**src/sflash_pkg.sv**
```systemverilog
// Shared types and constants for the serial flash command front end
package sflash_pkg;

    ////////////////////////////////////////////////////////////////////////
    // Frame layout: opcode byte then three address bytes
    localparam logic [4:0] HDR_LAST = 5'h1f;
    localparam logic [2:0] BYTE_LAST = 3'h7;
    localparam logic [2:0] TX_FIRST = 3'h7;

    // Opcode values
    localparam logic [7:0] OPC_READ = 8'h40;
    localparam logic [7:0] OPC_PAGE_PROG = 8'h10;
    localparam logic [7:0] OPC_ERASE_PAGE = 8'h20;
    localparam logic [7:0] OPC_ERASE_BLOCK = 8'h21;
    localparam logic [7:0] OPC_ERASE_SECTOR = 8'h22;
    localparam logic [7:0] OPC_ERASE_CHIP = 8'h23;
    localparam logic [7:0] OPC_PROT_ENABLE = 8'h30;
    localparam logic [7:0] OPC_LOCKDOWN = 8'h31;
    localparam logic [7:0] OPC_PROT_WRITE = 8'h32;

    // Reset levels of the pins and of the output enable
    localparam logic CS_IDLE = 1'b1;
    localparam logic OE_N_OFF = 1'b1;
    localparam logic [4:0] PINS_RESET = 5'b01011;

    ////////////////////////////////////////////////////////////////////////
    typedef enum logic [1:0] {ITEM_CMD, ITEM_DATA, ITEM_END} item_kind_e;

    typedef enum logic [3:0] {
        CLS_OTHER, CLS_READ, CLS_PROGRAM, CLS_ERASE_PAGE, CLS_ERASE_BLOCK,
        CLS_ERASE_SECTOR, CLS_ERASE_CHIP, CLS_PROT_ENABLE, CLS_LOCKDOWN,
        CLS_PROT_WRITE
    } op_class_e;

    typedef struct packed {
        item_kind_e kind;
        op_class_e cls;
        logic [7:0] opcode;
        logic [11:0] main_row_index;
        logic [8:0] main_byte_offset;
        logic [8:0] buffer_offset_nine;
        logic [7:0] buffer_offset_eight;
        logic [19:0] linear_main_address;
        logic [7:0] data;
    } item_s;

    // Synchronised pins, order fixed by PINS_RESET
    typedef struct packed {
        logic sck;
        logic cs_n;
        logic si;
        logic wp_n;
        logic rst_n;
    } pins_s;

    typedef enum logic [2:0] {ST_IDLE, ST_HDR, ST_RX, ST_TX, ST_DROP}
        fe_state_e;

    typedef struct packed {
        fe_state_e st;
        logic sck_q;
        logic cs_q;
        logic [4:0] cnt;
        logic [31:0] sh;
        logic [7:0] tx;
        logic [2:0] tx_cnt;
        logic [7:0] pre;
        logic pre_ok;
        logic so;
        logic so_oe_n;
        item_s push;
        logic push_v;
        logic ovr;
        logic unr;
        logic stby;
    } fe_st_s;

endpackage

```
**src/pin_sync.sv**
```systemverilog
// Two-flop synchroniser for the pins of the serial link
`timescale 1ns/1ps
module pin_sync (
    input wire logic core_clk_i,
    input wire logic resetn_i,
    input wire sflash_pkg::pins_s pins_i,
    output sflash_pkg::pins_s pins_o
);

    typedef struct packed {
        sflash_pkg::pins_s meta;
        sflash_pkg::pins_s stable;
    } sync_st_s;

    sync_st_s s_r;
    sync_st_s s_nxt;

    ////////////////////////////////////////////////////////////////////////
    // First stage feeds only the second stage
    always_comb begin
        s_nxt = s_r;
        s_nxt.meta = pins_i;
        s_nxt.stable = s_r.meta;
    end

    always_ff @(posedge core_clk_i or negedge resetn_i) begin
        if (!resetn_i) begin
            s_r.meta <= sflash_pkg::pins_s'(sflash_pkg::PINS_RESET);
            s_r.stable <= sflash_pkg::pins_s'(sflash_pkg::PINS_RESET);
        end else begin
            s_r <= s_nxt;
        end
    end

    assign pins_o = s_r.stable;

endmodule

```
**src/item_buf2.sv**
```systemverilog
// Two-entry buffer between the link decoder and the array logic
`timescale 1ns/1ps
module item_buf2 (
    input wire logic core_clk_i,
    input wire logic resetn_i,
    input wire logic in_valid_i,
    input wire sflash_pkg::item_s in_item_i,
    output logic in_ready_o,
    output logic out_valid_o,
    output sflash_pkg::item_s out_item_o,
    input wire logic out_ready_i
);

    typedef struct packed {
        sflash_pkg::item_s [1:0] mem;
        logic [1:0] cnt;
        logic rd;
    } buf_st_s;

    buf_st_s s_r;
    buf_st_s s_nxt;
    logic push;
    logic pop;
    logic wr;

    ////////////////////////////////////////////////////////////////////////
    assign in_ready_o = (s_r.cnt != 2'h2);
    assign out_valid_o = (s_r.cnt != 2'h0);
    assign out_item_o = s_r.mem[s_r.rd];
    assign push = in_valid_i && in_ready_o;
    assign pop = out_valid_o && out_ready_i;
    assign wr = s_r.rd ^ s_r.cnt[0];

    always_comb begin
        s_nxt = s_r;
        if (push) begin
            s_nxt.mem[wr] = in_item_i;
        end
        if (pop) begin
            s_nxt.rd = ~s_r.rd;
        end
        if (push && !pop) begin
            s_nxt.cnt = s_r.cnt + 2'h1;
        end else if (pop && !push) begin
            s_nxt.cnt = s_r.cnt - 2'h1;
        end
    end

    always_ff @(posedge core_clk_i or negedge resetn_i) begin
        if (!resetn_i) begin
            s_r <= '0;
        end else begin
            s_r <= s_nxt;
        end
    end

endmodule

```
**src/sflash_front_end.sv**
```systemverilog
// Serial flash command front end: link decoder, protection gate, streams
`timescale 1ns/1ps
module sflash_front_end (
    input wire logic core_clk_i,
    input wire logic resetn_i,
    input wire logic sck_i,
    input wire logic cs_n_i,
    input wire logic si_i,
    input wire logic wp_n_i,
    input wire logic dev_rst_n_i,
    output logic so_o,
    output logic so_oe_n_o,
    input wire logic page_bin_i,
    input wire logic busy_i,
    output logic cmd_valid_o,
    output sflash_pkg::item_s cmd_o,
    input wire logic cmd_ready_i,
    input wire logic rd_valid_i,
    input wire logic [7:0] rd_data_i,
    output logic rd_ready_o,
    output logic overrun_o,
    output logic underrun_o,
    output logic standby_o,
    output logic abort_o
);

    sflash_pkg::fe_st_s s_r;
    sflash_pkg::fe_st_s s_nxt;
    sflash_pkg::pins_s raw;
    sflash_pkg::pins_s p;
    logic in_ready;
    logic sck_rise;
    logic sck_fall;
    logic cs_fall;
    logic cs_rise;
    logic [31:0] hdr;
    sflash_pkg::op_class_e cls;
    logic rd_take;

    ////////////////////////////////////////////////////////////////////////
    // Opcode classes; erase granularities each have their own class
    function automatic sflash_pkg::op_class_e classify(
        input logic [7:0] op
    );
        sflash_pkg::op_class_e c;
        c = sflash_pkg::CLS_OTHER;
        unique case (op)
            sflash_pkg::OPC_READ: c = sflash_pkg::CLS_READ;
            sflash_pkg::OPC_PAGE_PROG: c = sflash_pkg::CLS_PROGRAM;
            sflash_pkg::OPC_ERASE_PAGE: c = sflash_pkg::CLS_ERASE_PAGE;
            sflash_pkg::OPC_ERASE_BLOCK: c = sflash_pkg::CLS_ERASE_BLOCK;
            sflash_pkg::OPC_ERASE_SECTOR: c = sflash_pkg::CLS_ERASE_SECTOR;
            sflash_pkg::OPC_ERASE_CHIP: c = sflash_pkg::CLS_ERASE_CHIP;
            sflash_pkg::OPC_PROT_ENABLE: c = sflash_pkg::CLS_PROT_ENABLE;
            sflash_pkg::OPC_LOCKDOWN: c = sflash_pkg::CLS_LOCKDOWN;
            sflash_pkg::OPC_PROT_WRITE: c = sflash_pkg::CLS_PROT_WRITE;
            default: c = sflash_pkg::CLS_OTHER;
        endcase
        return c;
    endfunction

    // Commands that hardware protection refuses; enable and lockdown pass
    function automatic logic wp_blocked(input sflash_pkg::op_class_e c);
        logic b;
        b = 1'b0;
        unique case (c)
            sflash_pkg::CLS_PROGRAM,
            sflash_pkg::CLS_ERASE_PAGE,
            sflash_pkg::CLS_ERASE_BLOCK,
            sflash_pkg::CLS_ERASE_SECTOR,
            sflash_pkg::CLS_ERASE_CHIP: b = 1'b1;
            sflash_pkg::CLS_PROT_WRITE: b = 1'b1;
            default: b = 1'b0;
        endcase
        return b;
    endfunction

    // Splits the 24 address bits for the current page-size mode
    function automatic sflash_pkg::item_s make_cmd(
        input logic [7:0] op,
        input sflash_pkg::op_class_e c,
        input logic [23:0] a,
        input logic bin
    );
        sflash_pkg::item_s it;
        it = '0;
        it.kind = sflash_pkg::ITEM_CMD;
        it.cls = c;
        it.opcode = op;
        if (bin) begin
            it.linear_main_address = a[19:0];
            it.main_row_index = a[19:8];
            it.main_byte_offset = {1'b0, a[7:0]};
            it.buffer_offset_eight = a[7:0];
        end else begin
            it.main_row_index = a[20:9];
            it.main_byte_offset = a[8:0];
            it.buffer_offset_nine = a[8:0];
        end
        return it;
    endfunction

    // Frame end marks and data bytes carry no address fields
    function automatic sflash_pkg::item_s make_mark(
        input sflash_pkg::item_kind_e k,
        input logic [7:0] d
    );
        sflash_pkg::item_s it;
        it = '0;
        it.kind = k;
        it.data = d;
        return it;
    endfunction

    // Counters and prefetch restart at every frame and at the reset pin
    function automatic sflash_pkg::fe_st_s frame_clear(
        input sflash_pkg::fe_st_s s
    );
        sflash_pkg::fe_st_s r;
        r = s;
        r.cnt = 5'h00;
        r.tx_cnt = 3'h0;
        r.pre_ok = 1'b0;
        return r;
    endfunction

    // One output step: top bit to the pin, the rest moves up
    function automatic logic [8:0] shift_tx(input logic [7:0] v);
        return {v[7], v[6:0], 1'b0};
    endfunction

    // Edge of a synchronised pin against its copy from the cycle before
    function automatic logic edge_of(
        input logic now,
        input logic was,
        input logic rising
    );
        return rising ? (now && !was) : (!now && was);
    endfunction

    // Reads turn the link around; everything else keeps shifting in
    function automatic sflash_pkg::fe_state_e after_hdr(
        input sflash_pkg::op_class_e c
    );
        return (c == sflash_pkg::CLS_READ) ?
               sflash_pkg::ST_TX : sflash_pkg::ST_RX;
    endfunction

    ////////////////////////////////////////////////////////////////////////
    // Pin synchronisers; write-protect resets high, so a floating pin
    // that the pad pull-up holds high leaves protection off
    assign raw.sck = sck_i;
    assign raw.cs_n = cs_n_i;
    assign raw.si = si_i;
    assign raw.wp_n = wp_n_i;
    assign raw.rst_n = dev_rst_n_i;

    pin_sync u_sync (
        .core_clk_i(core_clk_i),
        .resetn_i(resetn_i),
        .pins_i(raw),
        .pins_o(p)
    );

    item_buf2 u_buf (
        .core_clk_i(core_clk_i),
        .resetn_i(resetn_i),
        .in_valid_i(s_r.push_v),
        .in_item_i(s_r.push),
        .in_ready_o(in_ready),
        .out_valid_o(cmd_valid_o),
        .out_item_o(cmd_o),
        .out_ready_i(cmd_ready_i)
    );

    ////////////////////////////////////////////////////////////////////////
    // Edges of the synchronised link clock and chip select
    assign sck_rise = edge_of(p.sck, s_r.sck_q, 1'b1);
    assign sck_fall = edge_of(p.sck, s_r.sck_q, 1'b0);
    assign cs_fall = edge_of(p.cs_n, s_r.cs_q, 1'b0);
    assign cs_rise = edge_of(p.cs_n, s_r.cs_q, 1'b1);
    assign hdr = {s_r.sh[30:0], p.si};
    assign cls = classify(hdr[31:24]);

    // Prefetch one byte ahead so the first falling edge has data
    assign rd_ready_o = (s_r.st == sflash_pkg::ST_TX) && !s_r.pre_ok;
    assign rd_take = rd_valid_i && rd_ready_o;

    ////////////////////////////////////////////////////////////////////////
    // Frame control
    always_comb begin
        logic [7:0] b;
        b = 8'h00;
        s_nxt = s_r;
        s_nxt.sck_q = p.sck;
        s_nxt.cs_q = p.cs_n;
        s_nxt.push_v = 1'b0;
        // Standby waits for the array, so a self-timed job is never cut
        s_nxt.stby = p.cs_n && !busy_i && p.rst_n;
        if (!p.rst_n) begin
            // Hold idle for as long as the reset pin stays low
            s_nxt.st = sflash_pkg::ST_IDLE;
            s_nxt = frame_clear(s_nxt);
            s_nxt.so = 1'b0;
            s_nxt.so_oe_n = sflash_pkg::OE_N_OFF;
        end else if (p.cs_n) begin
            // Deselected: close the frame, float the output
            if (cs_rise && (s_r.st != sflash_pkg::ST_IDLE) &&
                (s_r.st != sflash_pkg::ST_DROP)) begin
                s_nxt.push = make_mark(sflash_pkg::ITEM_END, 8'h00);
                s_nxt.push_v = 1'b1;
            end
            s_nxt.st = sflash_pkg::ST_IDLE;
            s_nxt.so = 1'b0;
            s_nxt.so_oe_n = sflash_pkg::OE_N_OFF;
        end else if (cs_fall) begin
            s_nxt.st = sflash_pkg::ST_HDR;
            s_nxt = frame_clear(s_nxt);
            s_nxt.ovr = 1'b0;
            s_nxt.unr = 1'b0;
            s_nxt.so_oe_n = 1'b0;
        end else if (sck_rise && ((s_r.st == sflash_pkg::ST_HDR) ||
                     (s_r.st == sflash_pkg::ST_RX))) begin
            s_nxt.sh = hdr;
            s_nxt.cnt = s_r.cnt + 5'h01;
            if (s_r.st == sflash_pkg::ST_HDR) begin
                if (s_r.cnt == sflash_pkg::HDR_LAST) begin
                    s_nxt.cnt = 5'h00;
                    if (!p.wp_n && wp_blocked(cls)) begin
                        // Nothing reaches the array for this frame
                        s_nxt.st = sflash_pkg::ST_DROP;
                    end else begin
                        s_nxt.push = make_cmd(hdr[31:24], cls,
                                              hdr[23:0], page_bin_i);
                        s_nxt.push_v = 1'b1;
                        s_nxt.st = after_hdr(cls);
                    end
                end
            end else if (s_r.cnt[2:0] == sflash_pkg::BYTE_LAST) begin
                s_nxt.push = make_mark(sflash_pkg::ITEM_DATA,
                                       hdr[7:0]);
                s_nxt.push_v = 1'b1;
            end
        end else if (sck_fall && (s_r.st == sflash_pkg::ST_TX)) begin
            if (s_r.tx_cnt == 3'h0) begin
                // Late read data sends zeros rather than stalling the host
                b = s_r.pre_ok ? s_r.pre : 8'h00;
                if (!s_r.pre_ok) begin
                    s_nxt.unr = 1'b1;
                end
                {s_nxt.so, s_nxt.tx} = shift_tx(b);
                s_nxt.tx_cnt = sflash_pkg::TX_FIRST;
                s_nxt.pre_ok = 1'b0;
            end else begin
                {s_nxt.so, s_nxt.tx} = shift_tx(s_r.tx);
                s_nxt.tx_cnt = s_r.tx_cnt - 3'h1;
            end
        end
        // The link cannot be stalled, so a refused push is flagged
        if (s_r.push_v && !in_ready) begin
            s_nxt.ovr = 1'b1;
        end
        if (rd_take) begin
            s_nxt.pre = rd_data_i;
            s_nxt.pre_ok = 1'b1;
        end
    end

    ////////////////////////////////////////////////////////////////////////
    // State register; the reset pin is handled as data, not as a reset
    always_ff @(posedge core_clk_i or negedge resetn_i) begin
        if (!resetn_i) begin
            s_r <= '0;
            s_r.cs_q <= sflash_pkg::CS_IDLE;
            s_r.so_oe_n <= sflash_pkg::OE_N_OFF;
        end else begin
            s_r <= s_nxt;
        end
    end

    ////////////////////////////////////////////////////////////////////////
    assign so_o = s_r.so;
    assign so_oe_n_o = s_r.so_oe_n;
    assign overrun_o = s_r.ovr;
    assign underrun_o = s_r.unr;
    assign standby_o = s_r.stby;
    assign abort_o = ~p.rst_n;

endmodule

```
**config.mk**
```make
export PLATFORM = sky130hd
export DESIGN_NAME = sflash_front_end
export DESIGN_NICKNAME = d
export VERILOG_FILES = /design/src/sflash_pkg.sv /design/src/pin_sync.sv /design/src/item_buf2.sv /design/src/sflash_front_end.sv
export SDC_FILE = /design/constraint.sdc
export NUM_CORES = 1
export LEC_CHECK = 0
export ABC_AREA = 1
export BUFFER_PORTS_ARGS = -buffer_cell sky130_fd_sc_hd__buf_2
export CAP_MARGIN = 5
export CORE_MARGIN = 5
export CORE_UTILIZATION = 45
export CTS_CLUSTER_SIZE = 10
export DETAILED_ROUTE_END_ITERATION = 10
export SYNTH_ARGS = -nofsm -noshare
export SYNTH_HDL_FRONTEND = slang
export SYNTH_SLANG_ARGS = --single-unit
```
**constraint.sdc**
```tcl
create_clock -name core_clk_i -period 3.5 [get_ports core_clk_i]
set_clock_uncertainty 0.1 [all_clocks]
set_input_delay 0.35 -clock core_clk_i [delete_from_list [all_inputs] [get_ports core_clk_i]]
set_output_delay 0.35 -clock core_clk_i [all_outputs]
set_load 0.005 [all_outputs]
```
-- Yosys cells after proc, flatten, opt, wreduce, memory -nomap -nowiden
Index checks and enable logic that the tools add are counted.
Widths: inputs -> output; s select.
- register bits: 321
- output and inout bits: 88
- memory bits (writable): 0
- memory bits (read-only): 0
- memories: 0
- bits in latches: 0
- $lt $le $gt $ge: 3
- add/subtract/negate cells: 4
- shift operators: 0
- equality and inequality tests: 45
- multiply operators: 0
- div/mod/pow operators: 0
- multiplexer cells: 57
- reductions and logical operators: 51
- bitwise operators: 6
- operators with widths (operator ; count):
    $mux 81 ; 7
    $mux 80 ; 3
    $bwmux 160 ; 1
    $mux 148 ; 1
    $mux 83 ; 1
    $demux 80 s1 ; 1
    $mux 58 ; 1
    $eq 8x6->1 const B ; 7
    $mux 48 ; 1
    $mux 37 ; 1
    $pmux 4 s9 ; 1
    $mux 11 ; 3
    $mux 28 ; 1
    $mux 21 ; 1
    $mux 3 ; 7
    $logic_and 1x1->1 ; 19
    $mux 9 ; 2
    $mux 1 ; 17
    $ne 3x2->1 const B ; 5
    $ne 3x3->1 const B ; 5
    $reduce_bool 2->1 ; 7
    $eq 4x3->1 const B ; 3
    $ne 4x3->1 const B ; 3
    $ne 4x4->1 const B ; 3
    other kinds (34) ; 65

-- Longest topological paths before layout
- word-level depth: 20
- depth in mapped cells: 16
- mapped depth without buffers: 14

-- Modules after synthesis
Synthesis repeated with hierarchy kept, for this count alone.
- cell total of the unflattened synthesis: 1764
- area total of the unflattened synthesis: 14202.4 um2
- by module, submodules not included (module ; cells each ; instances ; area each (um2)):
    item_buf2 ; 978 ; 1 ; 7529.7
    sflash_front_end ; 776 ; 1 ; 6414.9
    pin_sync ; 10 ; 1 ; 257.7

-- Worst setup path after synthesis
OpenSTA, ideal clock, no wires.
- path type: reg-to-reg
- start: reg s_r[138] (netlist name)
- end: reg s_r[68] (netlist name)
- period minus slack after synthesis: 2.008 ns
- required time: 3.284 ns
- arrival: 1.792 ns
- stages on the path, launching flop included: 16
- setup slack: 1.492 ns
- path through: dfrtp_1 -> ha_1 -> nand2_1 -> nor2_1 -> ha_1 -> inv_1 -> nor2_1 -> nand2_2 -> o211ai_2 -> nand2_1 -> inv_2 -> nand2_2 -> buf_4 -> buf_4 -> nand2_1 -> nand2_1
- longest elaborated chain between the ends: 3
- elaborated cells on any way between the ends: 5
- RTL lines (what ; RTL line ; RTL):
    from (decl) ; sflash_front_end.sv:27 ; sflash_pkg::fe_st_s s_r;
    from (signal assigned) ; sflash_front_end.sv:277 ; s_r <= s_nxt;
    $eq 5x5->1 or $eq 3x3->1 (tied branches) ; sflash_front_end.sv:227, sflash_front_end.sv:239 ;
    $ne 3x1->1 (no line) or $reduce_bool 3->1 (tied branches) ; -- ;
    $reduce_and 7->1 (no line) * ; -- ;
Every way passes the cells marked *; elsewhere a longest branch is shown, timed or not.
A chain may end at the register's enable or synchronous reset.

-- Final worst setup path
- start: reg u_sync.s_r (netlist bit u_sync.pins_o[3])
- end: reg s_r[8] (netlist name)
- longest elaborated chain between the ends: 5
- elaborated cells on any way between the ends: 13
- RTL lines (what ; RTL line ; RTL):
    from (decl) ; pin_sync.sv:15 ; sync_st_s s_r;
    from (signal assigned) ; pin_sync.sv:31 ; s_r <= s_nxt;
    $logic_and 1x1->1 ; sflash_front_end.sv:138 ; return rising ? (now && !was) : (!now && was);
    $logic_and 1x1->1 (2 in a row) ; sflash_front_end.sv:208 ; if (cs_rise && (s_r.st != sflash_pkg::ST_IDLE) &&
    $ne 2x2->1 (no line) ; -- ;
    $reduce_and 7->1 (no line) ; -- ;
Several ways; a longest one is shown, not always the timed one.

==> impl_metrics.toml <==
[clock_tree]
cts_tree = "done"
cts.htree.levels = 2
clk_latency_ns = 0.51
cts_resized = 0
cts.sinks = 292
clockBufferDepth = 3
cts_buffers = 35
clkSlewWorstSetupHoldPaths_ns = 0.06
root_buffer = "clkbuf_16"
post-cts-setup-buffer-count = 0

[route]
wl_met2_um = 13700
dr.pass1.iters = 5
drc = 0
dr.max_layer_used = "met5"
routed_wl_um = 30000
wl_met1_um = 14600
routedWlPerCell_um = 14.8
drtIter0Drc = 816
ant_nets = 0
dr_wl_met3_um = 1260
vias = 10100
viasPerCell = 4.98

[timing]
min_period_ns = 2.61
fin_ws_ns = 0.891
maxSlewHeadroom_pct = 41.9
hold_slack_ns = 0.0555
drv_slew = 0
hold_viol = 0
setup_viol_count_final = 0
fin_setup_tns_ns = 0
worst_slew_pin_slew_ns = 0.871
fin_crit_sh_pct = 74.5
rsz0062_at_grt = "no"
fmax_ghz = 0.383

[grt]
grt_pass1_wl_um = 50200
grt_pass1_vias = 9636
overflow = 0
grt_usage_pct = 19.3
antenna_found_initial = 1
grt_max_degree = 143

[critical_path]
crit_required_ns = 3.78
worstPathCellList = "inv_1 -> nor2_1 -> nand3_1 -> nand2_1 -> nand2_1 -> inv_2 -> nand2_4 -> buf_4 -> nand2_1 -> o21ai_1"
crit_path_max_fanout = 33
r2r-end = "s_r[8]$_DFFE_PN0P_"
startpoint = "u_sync.pins_o[3]$_DFF_PN1_"
cp_slowest_stage_delay_ns = 0.61
crit_top_cell = "nand2_1"
endpoint = "s_r[8]$_DFFE_PN0P_"
cp-start-kind = "flip-flop"
crit_slowest_cell = "dfstp_2"
r2r-start = "u_sync.pins_o[3]$_DFF_PN1_"
rrSetupSlack_ns = 0.89
end_kind = "flip-flop"
worstSetupPathType = "flip-flop to flip-flop"
r2r_cells = 10
cp.arrival_ns = 2.89

[flow_run]
maxCapViolCount = 0

[placed_design]
pre_cts_ws_ns = 0.921
dp_hpwl_um = 19500
gp_congestion = 0.865
io_buffers = 106

[final_layout]
syn2layout_area_growth_pct = 15.2
diodes = 0
fin_nets = 1655
fin_util_pct = 52.9
drive_gt1_share_pct = 13.0

[power]
ir_drop_mv = 0.521
p_int_uw = 6620
leakage_uw = 0.00732
comb_power_share_pct = 19.7
p_per_area_mw_per_mm2 = 635
pwr-share-clk_pct = 35.1
switching_share_pct = 29.6
seq_power_share_pct = 45.1
p_sw_uw = 2790

[floorplan]
row_count = 61
fp.dieArea_sq_mm = 0.0321
coreArea_sq_mm = 0.0280
io_pins = 107
start_util_pct = 45.9
die_h_um = 179
die_x_um = 179

[synth]
syn-num-nets = 1566
synth_ff_type = "dfrtp_1"
synth-edff-count = 0
syn_area_sq_mm = 0.0129
avgSynthCellArea_sq_um = 8.34
seq_area_frac_synth_pct = 56.9
ys_seq_elements = 292
yosysWarnings = 0
synthArstFlopShare_pct = 100
synth_cells = 1541
synth.distinct_cells = 37

[status]
outcome = "finished, final reports clean"

[worst_hold_path]
hold_class = "input pin to flip-flop"
==> power by group through the flow <==
stage / combinational (uW) / sequential [uW] / clock [uW]
2_1_floorplan: 1200 / 4220 / 0
3_3_place_gp: 1870 / 4280 / 0
3_5_place_dp: 1890 / 4290 / 0
4_1_cts: 1910 / 4240 / 3390
5_1_grt: 2150 / 4310 / 3550
6_report: 1860 / 4240 / 3300
==> metal layers <==
| metal | global-route usage (%) | vias up |
|---|---|---|
| met5 | 0 | - |
| met4 | 4.13 | 2 |
| met3 | 2.97 | 32 |
| met2 | 30.4 | 183 |
| met1 | 28.6 | 4828 |
| li1 | - | 5039 |
==> stage by stage <==
step	std cells	instance area, sq um	total power, uW
4_1_cts	2025	14800	9540
3_5_place_dp	1956	13600	6190
6_report	2025	14800	9400
5_1_grt	2025	14800	10000
3_3_place_gp	1956	13600	6140
2_1_floorplan	1541	12900	5410
==> cell usage after synthesis (2+ instances only) <==
cell        n  area [sq um]
nor2_2     11          68.8
mux2_2      6          67.6
inv_1     131           492
o21ai_1    46           230
dfstp_2     8           210
nand2_1   597          2240
a21oi_1     9          45.0
nand4_1    17           106
dfrtp_1   284          7110
nor2_1     46           173
ha_1        6          75.1
clkbuf_1   56           210
a21boi_0    2          15.0
buf_4      12          90.1
xnor2_1     2          17.5
nand2_2     5          31.3
o21ai_0   182           911
buf_6      11           124
xor2_1      2          17.5
inv_2      10          37.5
buf_2       3          15.0
nand3_1    63           315
a22oi_1     6          45.0
nor3_1      9          45.0
nor2_4      4          45.0
nor3_2      2          20.0
==> how the worst min path moves through the flow <==
stage	end	startpoint	depth (start not counted)	slack (ns)
after global routing	u_buf.s_r[0]$_DFFE_PN0P_	cmd_ready_i	3	0.06
final	u_buf.s_r[0]$_DFFE_PN0P_	cmd_ready_i	3	0.06
after detailed placement	u_sync.pins_o[2]$_DFF_PN0_	u_sync.s_nxt[2]$_DFF_PN0_	0	0.24
after floorplan	hdr[10]$_DFFE_PN0P_	resetn_i	0	-0.05
after CTS	u_buf.s_r[0]$_DFFE_PN0P_	cmd_ready_i	3	0.05
after global placement	u_sync.pins_o[4]$_DFF_PN0_	u_sync.s_nxt[4]$_DFF_PN0_	0	0.24
==> state kept, by name (all words and copies together), names as in the netlist <==
register,cells
standby_o,1
u_sync.s_nxt,5
u_buf.s_r,145
so_oe_n_o,1
hdr,31
underrun_o,1
u_sync.pins_o,5
so_o,1
s_r,101
overrun_o,1
==> placed cells by master (no fill, tap or decap), types with 9 or more instances in the layout <==
cell type,Yosys,routed
dlygate4sd3_1,0,15
nand2_1,597,595
nor2_1,46,46
o21ai_1,46,46
clkbuf_1,56,14
nor3_1,9,9
inv_2,10,10
nand4_1,17,17
o21ai_0,182,182
clkbuf_16,0,37
buf_2,3,105
inv_1,131,131
nor2_2,11,11
dfrtp_1,284,283
nand3_1,63,63
a21oi_1,9,9
==> repair_timing <==
action,4_1_cts,5_1_grt
hold buffers,15,0
setup endpoints to repair,0,0
hold endpoints to repair,103,0
==> cell families (layout without fill, tap and decap cells) <==
logic type                 after synthesis  after routing  synth area share (%)
AOI/OAI and AO/OA                      249            249                  9.96
xor gates and xnor gates                 4              4                 0.273
adders and majority gates                6              6                 0.584
buffers and inverters                  225            331                  7.61
DFF                                    292            292                  56.9
muxes                                    6              6                 0.525
and+or+nand+nor                        759            759                  24.1
==> area by class of cell <==
type                            count  area, sq um
Timing Repair Buffer              135          871
Clock inverter                      1         20.0
Clock buffer                       53         1010
Tap cell                          378          473
Multi-Input combinational cell   1024         4580
Inverter                          142          536
Fill cell                        2689        13200
Sequential cell                   292         7320
==> worst max-delay path: cells and delay by family, from the launching register on <==
| family | cells | cell delay, ns |
|---|---|---|
| buf+inv | 3 | 0.74 |
| compound gates | 1 | 0.06 |
| simple gates | 6 | 0.96 |
| flops | 1 | 0.61 |
No activity file was read; power rests on OpenSTA's default activity.
